$ cat src/pkg/ohb_consts.vh
`ifndef OHB_CONSTS_VH
`define OHB_CONSTS_VH
// ==========================================
// register offsets of the controller's own port
`define OHB_A_CTRL 8'h00
`define OHB_A_TXD 8'h04
`define OHB_A_RXD 8'h08
`define OHB_A_STAT 8'h0c
`define OHB_A_ACC 8'h10
`define OHB_A_BPC 8'h14
`define OHB_A_BAUD 8'h18
// ==========================================
// control fields
`define OHB_CTRL_MODE_LO 0
`define OHB_CTRL_MODE_HI 1
`define OHB_CTRL_GO 2
`define OHB_CTRL_REPLY 3
`define OHB_MODE_OFF 2'h0
`define OHB_MODE_TWO_PIN 2'h1
`define OHB_MODE_ONE_WIRE 2'h2
// ==========================================
// status fields
`define OHB_ST_BUSY 0
`define OHB_ST_RXV 1
`define OHB_ST_HALT 2
`define OHB_ST_REF 3
`define OHB_ST_BPERR 4
`define OHB_ST_BAUDV 5
// ==========================================
// access request fields
`define OHB_ACC_WR 16
// ==========================================
// breakpoint setup fields
`define OHB_BP_EN_A0 0
`define OHB_BP_EN_A1 1
`define OHB_BP_EN_V0 2
`define OHB_BP_EN_V1 3
`define OHB_BP_DATA 4
`define OHB_BP_COMBO_LO 5
`define OHB_BP_COMBO_HI 6
`define OHB_BP_SPACE_LO 7
`define OHB_BP_SPACE_HI 8
`define OHB_COMBO_SINGLES 2'h0
`define OHB_COMBO_RANGE 2'h1
`define OHB_COMBO_VALUE 2'h2
`define OHB_COMBO_DATA_RANGE 2'h3
`define OHB_SPACE_BAD 2'h3
// ==========================================
// reset values, event code and timing counts
`define OHB_BPC_RST 9'h000
`define OHB_HALT_EVT 8'he0
`define OHB_TP_HALF 16
`define OHB_SW_BREAK 2000
`endif

$ cat src/core/ohb_baud.v
`timescale 1ns/1ps
`default_nettype none
// ==========================================
// low pulse width meter for single wire baud detection
module ohb_baud #(
	parameter W = 16
) (
	input wire i_clk,
	input wire i_nrst,
	input wire i_arm,
	input wire i_line,
	output reg [W-1:0] o_period,
	output reg o_valid
);
	reg [W-1:0] cnt_ff;
	reg low_ff;
	reg prev_ff;

	// count the first low pulse after arming, latch at its end
	always @(posedge i_clk or negedge i_nrst) begin
		if (!i_nrst) begin
			cnt_ff <= {W{1'b0}};
			low_ff <= 1'b0;
			prev_ff <= 1'b1;
			o_period <= {W{1'b0}};
			o_valid <= 1'b0;
		end else begin
			prev_ff <= i_line;
			o_valid <= 1'b0;
			if (!i_arm) begin
				low_ff <= 1'b0;
				cnt_ff <= {W{1'b0}};
			end else if (prev_ff && !i_line) begin
				low_ff <= 1'b1; // start of sync pulse
				cnt_ff <= {{(W-1){1'b0}}, 1'b1};
			end else if (low_ff && !i_line) begin
				if (cnt_ff != {W{1'b1}})
					cnt_ff <= cnt_ff + {{(W-1){1'b0}}, 1'b1};
			end else if (low_ff && i_line) begin
				low_ff <= 1'b0;
				o_period <= cnt_ff;
				o_valid <= 1'b1;
			end
		end
	end
endmodule
`default_nettype wire

$ cat src/core/ohb_host.v
`include "ohb_consts.vh"
`timescale 1ns/1ps
`default_nettype none
module ohb_host #(
	parameter TP_HALF = `OHB_TP_HALF,
	parameter SW_BREAK = `OHB_SW_BREAK,
	parameter BAUD_W = 16,
	parameter [15:0] UART_ADDR = 16'h000c, // arbitrary
	parameter [15:0] SPI_ADDR = 16'h000f, // arbitrary
	parameter [15:0] ROC_ADDR = 16'h0020, // arbitrary
	parameter [15:0] W1C_ADDR = 16'h0038 // arbitrary
) (
	input wire i_clk,
	input wire i_nrst,
	input wire [7:0] i_addr,
	input wire [31:0] i_wdata,
	input wire i_wr,
	input wire i_rd,
	output reg [31:0] o_rdata,
	output wire o_tp_clk,
	output wire o_tp_dat,
	output wire o_tp_dat_oe,
	input wire i_tp_dat,
	output wire o_sw_out,
	output wire o_sw_oe,
	input wire i_sw_in,
	output wire o_halted,
	output wire o_busy
);
	localparam [15:0] TPH_M1 = TP_HALF[15:0] - 16'h0001;
	localparam [15:0] BRK_M1 = SW_BREAK[15:0] - 16'h0001;
	localparam [3:0] S_IDLE = 4'h0;
	localparam [3:0] S_TX = 4'h1;
	localparam [3:0] S_TURN = 4'h2;
	localparam [3:0] S_RX = 4'h3;
	localparam [3:0] S_BRK = 4'h4;
	localparam [3:0] S_SYNC = 4'h5;
	localparam [3:0] S_SWTX = 4'h6;
	localparam [3:0] S_SWWAIT = 4'h7;
	localparam [3:0] S_SWRX = 4'h8;
	localparam [3:0] S_DONE = 4'h9;

	// ==========================================
	// input synchronisers
	reg tp_s1_ff, tp_s2_ff, sw_s1_ff, sw_s2_ff;
	always @(posedge i_clk or negedge i_nrst) begin
		if (!i_nrst) begin
			tp_s1_ff <= 1'b1;
			tp_s2_ff <= 1'b1;
			sw_s1_ff <= 1'b1;
			sw_s2_ff <= 1'b1;
		end else begin
			tp_s1_ff <= i_tp_dat;
			tp_s2_ff <= tp_s1_ff;
			sw_s1_ff <= i_sw_in;
			sw_s2_ff <= sw_s1_ff;
		end
	end

	// ==========================================
	// state
	reg [3:0] state_ff, nxt_state;
	reg [1:0] mode_ff;
	reg reply_ff;
	reg [7:0] txd_ff, rxd_ff, sh_ff;
	reg [3:0] bit_ff;
	reg [15:0] div_ff;
	reg tp_clk_ff, tp_dat_ff, tp_oe_ff, sw_oe_ff;
	reg [BAUD_W-1:0] tmr_ff, period_ff;
	reg baud_ok_ff;
	reg rxv_ff, halt_ff, ref_ff, bperr_ff;
	reg [8:0] bpc_ff;
	reg go_pend_ff;
	wire [BAUD_W-1:0] meas;
	wire meas_v;

	// ==========================================
	// decoded bus strokes
	wire wr_ctrl = i_wr && (i_addr == `OHB_A_CTRL);
	wire wr_txd = i_wr && (i_addr == `OHB_A_TXD);
	wire wr_stat = i_wr && (i_addr == `OHB_A_STAT);
	wire wr_acc = i_wr && (i_addr == `OHB_A_ACC);
	wire wr_bpc = i_wr && (i_addr == `OHB_A_BPC);
	wire idle = (state_ff == S_IDLE);
	wire [15:0] acc_a = i_wdata[15:0];
	wire acc_w = i_wdata[`OHB_ACC_WR];

	// access filter against side-effect registers
	wire acc_bad = (acc_a == UART_ADDR) || (acc_a == SPI_ADDR)
		|| (halt_ff && !acc_w && (acc_a == ROC_ADDR))
		|| (halt_ff && acc_w && (acc_a == W1C_ADDR));

	// comparator setup check
	wire [1:0] combo = i_wdata[`OHB_BP_COMBO_HI:`OHB_BP_COMBO_LO];
	wire [1:0] space = i_wdata[`OHB_BP_SPACE_HI:`OHB_BP_SPACE_LO];
	wire is_data = i_wdata[`OHB_BP_DATA];
	wire a0 = i_wdata[`OHB_BP_EN_A0];
	wire a1 = i_wdata[`OHB_BP_EN_A1];
	wire v0 = i_wdata[`OHB_BP_EN_V0];
	wire v1 = i_wdata[`OHB_BP_EN_V1];
	wire none_on = !(a0 || a1 || v0 || v1);
	reg bp_ok;
	// one type bit for all comparators keeps the types from mixing
	always @* begin
		bp_ok = 1'b0;
		case (combo)
			`OHB_COMBO_SINGLES: bp_ok = !v0 && !v1 && (a0 || a1);
			`OHB_COMBO_RANGE: bp_ok = a0 && a1 && !v0 && !v1;
			`OHB_COMBO_VALUE: bp_ok = is_data && a0 && a1 && v0 && !v1;
			`OHB_COMBO_DATA_RANGE: bp_ok = is_data && ((a0 && a1) || (v0 && v1))
				&& !(a0 ^ a1) && !(v0 ^ v1);
			default: bp_ok = 1'b0;
		endcase
		if (is_data && space == `OHB_SPACE_BAD)
			bp_ok = 1'b0;
		if (none_on)
			bp_ok = 1'b1; // disarm all
	end

	// ==========================================
	// register file
	wire start = go_pend_ff && idle;
	always @(posedge i_clk or negedge i_nrst) begin
		if (!i_nrst) begin
			mode_ff <= `OHB_MODE_OFF;
			reply_ff <= 1'b0;
			txd_ff <= 8'h00;
			bpc_ff <= `OHB_BPC_RST;
			bperr_ff <= 1'b0;
			ref_ff <= 1'b0;
			go_pend_ff <= 1'b0;
		end else begin
			if (start)
				go_pend_ff <= 1'b0;
			if (wr_ctrl) begin
				mode_ff <= i_wdata[`OHB_CTRL_MODE_HI:`OHB_CTRL_MODE_LO];
				reply_ff <= i_wdata[`OHB_CTRL_REPLY];
				if (i_wdata[`OHB_CTRL_GO] && idle)
					go_pend_ff <= 1'b1;
			end
			if (wr_txd)
				txd_ff <= i_wdata[7:0];
			// allowed access sends its address byte, refused one is flagged
			if (wr_acc && idle && !acc_bad) begin
				txd_ff <= acc_a[7:0];
				reply_ff <= !acc_w;
				go_pend_ff <= 1'b1;
			end
			if (wr_bpc && bp_ok)
				bpc_ff <= i_wdata[8:0];
			// sticky flags, a new event beats the clear
			if (wr_bpc && !bp_ok)
				bperr_ff <= 1'b1;
			else if (wr_stat && i_wdata[`OHB_ST_BPERR])
				bperr_ff <= 1'b0;
			if (wr_acc && acc_bad)
				ref_ff <= 1'b1;
			else if (wr_stat && i_wdata[`OHB_ST_REF])
				ref_ff <= 1'b0;
		end
	end

	// read data, one cycle after the strobe
	always @(posedge i_clk or negedge i_nrst) begin
		if (!i_nrst) begin
			o_rdata <= 32'h00000000;
		end else if (i_rd) begin
			case (i_addr)
				`OHB_A_CTRL: o_rdata <= {28'h0000000, reply_ff, 1'b0, mode_ff};
				`OHB_A_TXD: o_rdata <= {24'h000000, txd_ff};
				`OHB_A_RXD: o_rdata <= {24'h000000, rxd_ff};
				`OHB_A_STAT: o_rdata <= {26'h0000000, baud_ok_ff, bperr_ff, ref_ff,
					halt_ff, rxv_ff, !idle};
				`OHB_A_BPC: o_rdata <= {23'h000000, bpc_ff};
				`OHB_A_BAUD: o_rdata <= {{(32-BAUD_W){1'b0}}, period_ff};
				default: o_rdata <= 32'h00000000;
			endcase
		end else begin
			o_rdata <= 32'h00000000;
		end
	end

	// ==========================================
	// two-pin clock divider, clock idles high
	wire tick = (div_ff == TPH_M1);
	wire fall = tick && tp_clk_ff;
	wire rise = tick && !tp_clk_ff;
	wire tp_run = (state_ff == S_TX) || (state_ff == S_TURN) || (state_ff == S_RX);
	wire tmr_end = (tmr_ff == {BAUD_W{1'b0}});
	wire [BAUD_W-1:0] half = {1'b0, period_ff[BAUD_W-1:1]};
	wire sw_arm = (state_ff == S_SYNC);

	// ==========================================
	// transfer sequencer
	always @* begin
		nxt_state = state_ff;
		case (state_ff)
			S_IDLE: if (start) begin
				if (mode_ff == `OHB_MODE_TWO_PIN)
					nxt_state = S_TX;
				else if (mode_ff == `OHB_MODE_ONE_WIRE)
					nxt_state = baud_ok_ff ? S_SWTX : S_BRK;
			end
			S_TX: if (rise && bit_ff == 4'h7)
				nxt_state = reply_ff ? S_TURN : S_DONE;
			S_TURN: if (fall)
				nxt_state = S_RX;
			S_RX: if (rise && bit_ff == 4'h7)
				nxt_state = S_DONE;
			S_BRK: if (tmr_end)
				nxt_state = S_SYNC;
			S_SYNC: if (meas_v)
				nxt_state = S_SWTX;
			S_SWTX: if (tmr_end && bit_ff == 4'h9)
				nxt_state = reply_ff ? S_SWWAIT : S_DONE;
			S_SWWAIT: if (!sw_s2_ff)
				nxt_state = S_SWRX;
			S_SWRX: if (tmr_end && bit_ff == 4'h9)
				nxt_state = S_DONE;
			S_DONE: nxt_state = S_IDLE;
			default: nxt_state = S_IDLE;
		endcase
	end

	// datapath of both links
	always @(posedge i_clk or negedge i_nrst) begin
		if (!i_nrst) begin
			state_ff <= S_IDLE;
			div_ff <= 16'h0000;
			tp_clk_ff <= 1'b1;
			tp_dat_ff <= 1'b1;
			tp_oe_ff <= 1'b0;
			sw_oe_ff <= 1'b0;
			sh_ff <= 8'h00;
			bit_ff <= 4'h0;
			tmr_ff <= {BAUD_W{1'b0}};
			period_ff <= {BAUD_W{1'b0}};
			baud_ok_ff <= 1'b0;
			rxd_ff <= 8'h00;
		end else begin
			state_ff <= nxt_state;
			if (tp_run) begin
				div_ff <= tick ? 16'h0000 : div_ff + 16'h0001;
				if (tick)
					tp_clk_ff <= !tp_clk_ff;
			end else begin
				div_ff <= 16'h0000;
				tp_clk_ff <= 1'b1;
			end
			if (!tmr_end)
				tmr_ff <= tmr_ff - {{(BAUD_W-1){1'b0}}, 1'b1};
			if (mode_ff != `OHB_MODE_ONE_WIRE)
				baud_ok_ff <= 1'b0;
			case (state_ff)
				S_IDLE: begin
					sh_ff <= txd_ff;
					bit_ff <= 4'h0;
					tp_oe_ff <= 1'b0;
					sw_oe_ff <= 1'b0;
					if (nxt_state == S_BRK)
						tmr_ff <= BRK_M1[BAUD_W-1:0];
					if (nxt_state == S_SWTX) begin
						sw_oe_ff <= 1'b1; // start bit
						tmr_ff <= period_ff;
					end
				end
				// data changes on falling edges, target samples on rising
				S_TX: begin
					if (fall) begin
						tp_dat_ff <= sh_ff[0];
						tp_oe_ff <= 1'b1;
						sh_ff <= {1'b0, sh_ff[7:1]};
					end
					if (rise)
						bit_ff <= bit_ff + 4'h1;
				end
				S_TURN: begin
					bit_ff <= 4'h0;
					if (fall)
						tp_oe_ff <= 1'b0;
				end
				S_RX: if (rise) begin
					sh_ff <= {tp_s2_ff, sh_ff[7:1]};
					bit_ff <= bit_ff + 4'h1;
					if (bit_ff == 4'h7)
						rxd_ff <= {tp_s2_ff, sh_ff[7:1]};
				end
				// break low, then release and time the sync pulse
				S_BRK: sw_oe_ff <= 1'b1;
				S_SYNC: begin
					sw_oe_ff <= 1'b0;
					if (meas_v) begin
						period_ff <= meas;
						baud_ok_ff <= 1'b1;
						tmr_ff <= meas;
						sw_oe_ff <= 1'b1;
					end
				end
				// open-drain frame: start, eight data bits, stop
				S_SWTX: if (tmr_end) begin
					tmr_ff <= period_ff;
					bit_ff <= bit_ff + 4'h1;
					if (bit_ff < 4'h8) begin
						sw_oe_ff <= !sh_ff[0];
						sh_ff <= {1'b0, sh_ff[7:1]};
					end else begin
						sw_oe_ff <= 1'b0;
					end
				end
				S_SWWAIT: begin
					sw_oe_ff <= 1'b0;
					bit_ff <= 4'h0;
					tmr_ff <= half + period_ff; // centre of bit 0
				end
				S_SWRX: if (tmr_end) begin
					tmr_ff <= period_ff;
					bit_ff <= bit_ff + 4'h1;
					if (bit_ff < 4'h8)
						sh_ff <= {sw_s2_ff, sh_ff[7:1]};
					if (bit_ff == 4'h8)
						rxd_ff <= sh_ff;
				end
				S_DONE: begin
					tp_oe_ff <= 1'b0;
					sw_oe_ff <= 1'b0;
				end
				default: begin
					tp_oe_ff <= 1'b0;
					sw_oe_ff <= 1'b0;
				end
			endcase
		end
	end

	// ==========================================
	// reply flags and halt event
	wire got = (state_ff == S_DONE) && reply_ff;
	always @(posedge i_clk or negedge i_nrst) begin
		if (!i_nrst) begin
			rxv_ff <= 1'b0;
			halt_ff <= 1'b0;
		end else begin
			if (got)
				rxv_ff <= 1'b1;
			else if (wr_stat && i_wdata[`OHB_ST_RXV])
				rxv_ff <= 1'b0;
			if (got && rxd_ff == `OHB_HALT_EVT)
				halt_ff <= 1'b1;
			else if (wr_stat && i_wdata[`OHB_ST_HALT])
				halt_ff <= 1'b0;
		end
	end

	// ==========================================
	// baud meter and pins
	ohb_baud #(
		.W(BAUD_W)
	) u_baud (
		.i_clk(i_clk),
		.i_nrst(i_nrst),
		.i_arm(sw_arm),
		.i_line(sw_s2_ff),
		.o_period(meas),
		.o_valid(meas_v)
	);

	assign o_tp_clk = tp_clk_ff;
	assign o_tp_dat = tp_dat_ff;
	assign o_tp_dat_oe = tp_oe_ff;
	assign o_sw_out = 1'b0; // only ever pulls low
	assign o_sw_oe = sw_oe_ff;
	assign o_halted = halt_ff;
	assign o_busy = !idle;
endmodule
`default_nettype wire

$ cat config.mk
export PLATFORM = sky130hd
export DESIGN_NAME = ohb_host
export DESIGN_NICKNAME = d
export VERILOG_FILES = /design/src/core/ohb_baud.v /design/src/core/ohb_host.v
export VERILOG_INCLUDE_DIRS = /design/src /design/src/pkg
export SDC_FILE = /design/constraint.sdc
export NUM_CORES = 1
export LEC_CHECK = 0
export ABC_AREA = 1
export ABC_CLOCK_PERIOD_IN_PS = 2050
export BUFFER_PORTS_ARGS = -buffer_cell sky130_fd_sc_hd__buf_4
export CORE_UTILIZATION = 48
export CTS_CLUSTER_DIAMETER = 100
export DETAILED_ROUTE_END_ITERATION = 6
export GPL_TIMING_DRIVEN = 0
export PLACE_DENSITY = 0.78
export SLEW_MARGIN = 25
export SYNTH_ARGS = -nofsm -noshare
export SYNTH_HDL_FRONTEND = slang
export SYNTH_SLANG_ARGS = --single-unit
$ cat constraint.sdc
create_clock -name i_clk -period 2.05 [get_ports i_clk]
set_input_delay 0.1025 -clock i_clk [delete_from_list [all_inputs] [get_ports i_clk]]
set_output_delay 0.1025 -clock i_clk [all_outputs]
set_load 0.05 [all_outputs]
==> impl_metrics.xml <==
<?xml version="1.0" encoding="UTF-8"?>
<metrics>
  <group name="clock_network">
    <metric name="worst_skew_pair_later_pin_latency" unit="ns">0.43</metric>
    <metric name="cts-root-buf" unit="">sky130_fd_sc_hd__clkbuf_16</metric>
    <metric name="ctsLongestPathBuffers" unit="">2</metric>
    <metric name="clk_pin_slew" unit="ns">0.07</metric>
    <metric name="cts_tree" unit="">yes</metric>
    <metric name="clock_h_tree_levels" unit="">4</metric>
    <metric name="cts-buffers-inserted" unit="">17</metric>
    <metric name="cts_num_sinks" unit="">157</metric>
  </group>
  <group name="yosys">
    <metric name="sequential_element_share_of_the_synthesized_area" unit="">0.415</metric>
    <metric name="synth_compound_gate_area_share" unit="">0.167</metric>
    <metric name="synth-xor-area-share" unit="">0.0129</metric>
    <metric name="ys_ff_latch" unit="">157</metric>
    <metric name="synth_cell_type_count" unit="">58</metric>
    <metric name="postSynthCellCount" unit="">1265</metric>
    <metric name="async_flop_share" unit="">1.00</metric>
    <metric name="yosys_warnings" unit="">0</metric>
    <metric name="synth_top_family_by_area" unit="">simple AND/OR/NAND/NOR gates</metric>
    <metric name="synthesis.area" unit="um^2">9500</metric>
    <metric name="synth-adder-area-share" unit="">0.0403</metric>
    <metric name="portion_of_netlist_area_occupied_by_mux_cells" unit="">0</metric>
    <metric name="syn_avg_cell_area" unit="um^2">7.51</metric>
    <metric name="synth_simple_gate_area_share" unit="">0.274</metric>
    <metric name="synth-main-ff-cell" unit="">sky130_fd_sc_hd__dfrtp_1</metric>
    <metric name="synth_edf_count" unit="">0</metric>
  </group>
  <group name="final_layout">
    <metric name="finalNetCount" unit="">1508</metric>
    <metric name="layout.cells.most_common_list" unit="">sky130_fd_sc_hd__nand2_1, sky130_fd_sc_hd__inv_1, sky130_fd_sc_hd__dfrtp_1, sky130_fd_sc_hd__buf_4, sky130_fd_sc_hd__nor2_1</metric>
    <metric name="diodes" unit="">0</metric>
    <metric name="final_cell_count_no_fill" unit="">1710</metric>
    <metric name="post-route-cell-area" unit="um^2">12300</metric>
    <metric name="share_of_layout_cells_above_drive_strength_1" unit="">0.255</metric>
    <metric name="multi_input_area" unit="um^2">5420</metric>
    <metric name="mostFrequentLayoutCell" unit="">sky130_fd_sc_hd__nand2_1</metric>
    <metric name="fill_cells" unit="">1641</metric>
    <metric name="area.sequential" unit="um^2">3950</metric>
    <metric name="areaGrowthSynthToFinish" unit="%">29.0</metric>
  </group>
  <group name="run_status">
    <metric name="failing_checks" unit="">design-rule violations, negative setup slack</metric>
    <metric name="outcome" unit="">finished, violations left</metric>
  </group>
  <group name="place">
    <metric name="dpl.hpwl" unit="um">19500</metric>
    <metric name="dpl.cell_count" unit="">1599</metric>
    <metric name="final_weighted_congestion_in_routability_driven_placement" unit="">0.976</metric>
    <metric name="place_area" unit="um^2">10300</metric>
    <metric name="numPortBuffers" unit="">52</metric>
  </group>
  <group name="power_and_ir_drop">
    <metric name="cellLeakagePower" unit="nW">5.61</metric>
    <metric name="report.power.total" unit="mW">8.63</metric>
    <metric name="power.density_cell_area" unit="nW/um^2">705</metric>
    <metric name="vdd_ir_drop_max" unit="uV">614</metric>
  </group>
  <group name="sta">
    <metric name="final_critical_path_setup_slack" unit="ns">-0.0940</metric>
    <metric name="setup_viol" unit="">25</metric>
    <metric name="timing_hold_violations_final" unit="">0</metric>
    <metric name="fmaxAchievable" unit="GHz">0.466</metric>
    <metric name="fin_crit" unit="ns">2.14</metric>
    <metric name="finalSetupTns" unit="ns">-0.980</metric>
    <metric name="fin_worst_hold_slack" unit="ns">0.0181</metric>
    <metric name="max_transition_margin" unit="">0.596</metric>
    <metric name="final_max_slew_viol_count" unit="">0</metric>
    <metric name="final.period_utilization" unit="">1.05</metric>
    <metric name="setup_repair_after_global_routing_missed_its_margin" unit="">true</metric>
    <metric name="fin_worst_skew" unit="ns">0.00743</metric>
    <metric name="actual_transition_at_the_worst_max_transition_pin" unit="ns">0.606</metric>
  </group>
  <group name="critical_path">
    <metric name="worst_setup_path_endpoint" unit="">tmr_ff[6]</metric>
    <metric name="critical_path_required" unit="ns">2.35</metric>
    <metric name="rr_startpoint" unit="">tmr_ff[1]</metric>
    <metric name="reg2reg_depth" unit="">15</metric>
    <metric name="worstReg2RegEnd" unit="">tmr_ff[6]</metric>
    <metric name="category_of_the_worst_setup_path_launch_point" unit="">register</metric>
    <metric name="path_class" unit="">register to register</metric>
    <metric name="regToRegSetupSlack" unit="ns">-0.09</metric>
    <metric name="timing.critical_path.to_type" unit="">register</metric>
    <metric name="crit_start" unit="">tmr_ff[1]</metric>
    <metric name="worstPathArrival" unit="ns">2.44</metric>
    <metric name="critical_path_peak_fanout" unit="">6</metric>
  </group>
  <group name="route">
    <metric name="detail_route.vias_per_cell" unit="">5.59</metric>
    <metric name="vias" unit="">9551</metric>
    <metric name="first_pass_iters" unit="">7</metric>
    <metric name="drt_wl_total" unit="um">28900</metric>
    <metric name="detail_route.iter0.violations" unit="">972</metric>
    <metric name="drtAntennaViolNets" unit="">0</metric>
    <metric name="wl_per_cell" unit="um">16.9</metric>
    <metric name="number_of_remaining_drc_errors" unit="">1</metric>
  </group>
  <group name="floorplan">
    <metric name="num_io_pins" unit="">85</metric>
    <metric name="design.core.area" unit="um^2">19400</metric>
    <metric name="starting_density_of_the_core" unit="">0.490</metric>
    <metric name="floorplan.die_area" unit="um^2">20400</metric>
    <metric name="chipHeight" unit="um">143</metric>
    <metric name="dieWidth" unit="um">143</metric>
    <metric name="floorplan.rows" unit="">51</metric>
  </group>
  <group name="global_routing">
    <metric name="antenna_found_initial" unit="">0</metric>
    <metric name="vias_in_the_first_global_route" unit="">9030</metric>
    <metric name="grt_remaining_overflow" unit="">0</metric>
    <metric name="grt_util_all_layers" unit="">0.284</metric>
    <metric name="grt_start_max_net_pins" unit="">95</metric>
    <metric name="grt_pass1_wl" unit="um">44800</metric>
  </group>
  <group name="run">
    <metric name="drv.max_cap_violation_count" unit="">0</metric>
  </group>
  <group name="worst_hold_path">
    <metric name="hp-class" unit="">primary input to register</metric>
  </group>
</metrics>
[report_power, final]
part           switching [mW]  internal, mW
sequential              0.220          3.30
clock                    1.37          1.87
combinational            1.15         0.716
total                    2.74          5.89
[cell families (layout without fill, tap and decap cells)]
family,Yosys count,count (layout)
DFF,157,157
and+or+nand+nor,586,589
AOI/OAI and AO/OA,277,277
adders and majority gates,30,30
xor gates and xnor gates,14,14
other,1,17
buffers and inverters,200,361
[synthesized netlist by cell type, types with 6 or more instances]
library cell                 n  area share
sky130_fd_sc_hd__a21oi_1    75       0.040
sky130_fd_sc_hd__a31oi_1    13      0.0086
sky130_fd_sc_hd__buf_4      18       0.014
sky130_fd_sc_hd__clkbuf_1   15      0.0059
sky130_fd_sc_hd__dfrtp_1   150        0.40
sky130_fd_sc_hd__dfstp_2     7       0.019
sky130_fd_sc_hd__ha_1       29       0.038
sky130_fd_sc_hd__inv_1     143       0.057
sky130_fd_sc_hd__inv_2      11      0.0043
sky130_fd_sc_hd__nand2_1   272        0.11
sky130_fd_sc_hd__nand2_2     8      0.0053
sky130_fd_sc_hd__nand3_1    83       0.044
sky130_fd_sc_hd__nand4_1    19       0.013
sky130_fd_sc_hd__nor2_1    144       0.057
sky130_fd_sc_hd__nor2_2     11      0.0072
sky130_fd_sc_hd__nor3_1     19       0.010
sky130_fd_sc_hd__o211ai_1   14       0.011
sky130_fd_sc_hd__o21a_1      7      0.0055
sky130_fd_sc_hd__o21ai_0   124       0.065
sky130_fd_sc_hd__o21ai_1     6      0.0032
sky130_fd_sc_hd__o22ai_1     6      0.0040
sky130_fd_sc_hd__xor2_1     11       0.010
[area by class of cell]
| cell class | count | area share |
|---|---|---|
| multi-input combinational | 927 | 0.442 |
| sequential | 157 | 0.323 |
| timing repair buffer | 129 | 0.0857 |
| inverter | 160 | 0.0507 |
| clock buffer | 20 | 0.0373 |
| tap | 265 | 0.0271 |
| buffer | 40 | 0.0232 |
| clock inverter | 12 | 0.0109 |
[flip-flops by register name, summed over array words and instances (netlist names), 4 cells and up]
name and cells:
bit_ff 4, txd_ff 8, div_ff 16, o_rdata 16, tmr_ff 16, rxd_ff 8, u_baud.o_period 16, sh_ff 8
period_ff 16, bpc_ff 9, state_ff 4, u_baud.cnt_ff 16
[repair_timing]
action,in CTS,in global routing
setup endpoints to repair,65,78
gates cloned,2,2
hold buffers,13,0
buffers inserted,30,32
pin swaps,18,30
hold endpoints to repair,77,0
resized for setup,72,146
[critical path: stages (launching register included)]
cell and delay, ns:
sky130_fd_sc_hd__dfrtp_1 0.39, sky130_fd_sc_hd__inv_2 0.09, sky130_fd_sc_hd__ha_4 0.14, sky130_fd_sc_hd__buf_6 0.13
sky130_fd_sc_hd__nand2_4 0.06, sky130_fd_sc_hd__nor2_4 0.15, sky130_fd_sc_hd__nand3_2 0.12, sky130_fd_sc_hd__nand2_1 0.12
sky130_fd_sc_hd__nand2_1 0.09, sky130_fd_sc_hd__nand2_2 0.11, sky130_fd_sc_hd__nand2_4 0.10, sky130_fd_sc_hd__nand3_4 0.12
sky130_fd_sc_hd__buf_4 0.13, sky130_fd_sc_hd__a21oi_1 0.05, sky130_fd_sc_hd__o21ai_1 0.11, sky130_fd_sc_hd__nand3_1 0.10
[stage by stage]
stage               utilization  setup WS (ns)
global route              0.632         -0.165
detailed placement        0.532         -0.683
floorplan                     -         0.0353
finish                    0.632        -0.0940
global placement          0.530         -0.664
CTS                       0.596        -0.0115
[worst min-delay path by stage]
stage,from,to,slack [ns],cells after the start
floorplan,i_nrst,baud_ok_ff,-0.19,0
global placement,i_tp_dat,tp_s1_ff,0.21,1
detailed placement,i_nrst,o_rdata[10],0.08,1
CTS,i_wr,ref_ff,0.02,3
global route,i_wr,ref_ff,0.04,3
finish,i_wr,ref_ff,0.02,3
[routing by layer]
metal	vias up	track usage	part of all wire
met5	-	0	0
met4	0	0.121	0.035
met3	91	0.0480	0.072
met2	435	0.456	0.47
met1	4513	0.380	0.42
li1	4512	-	-
Note: power is estimated with default switching activity, not from simulation.
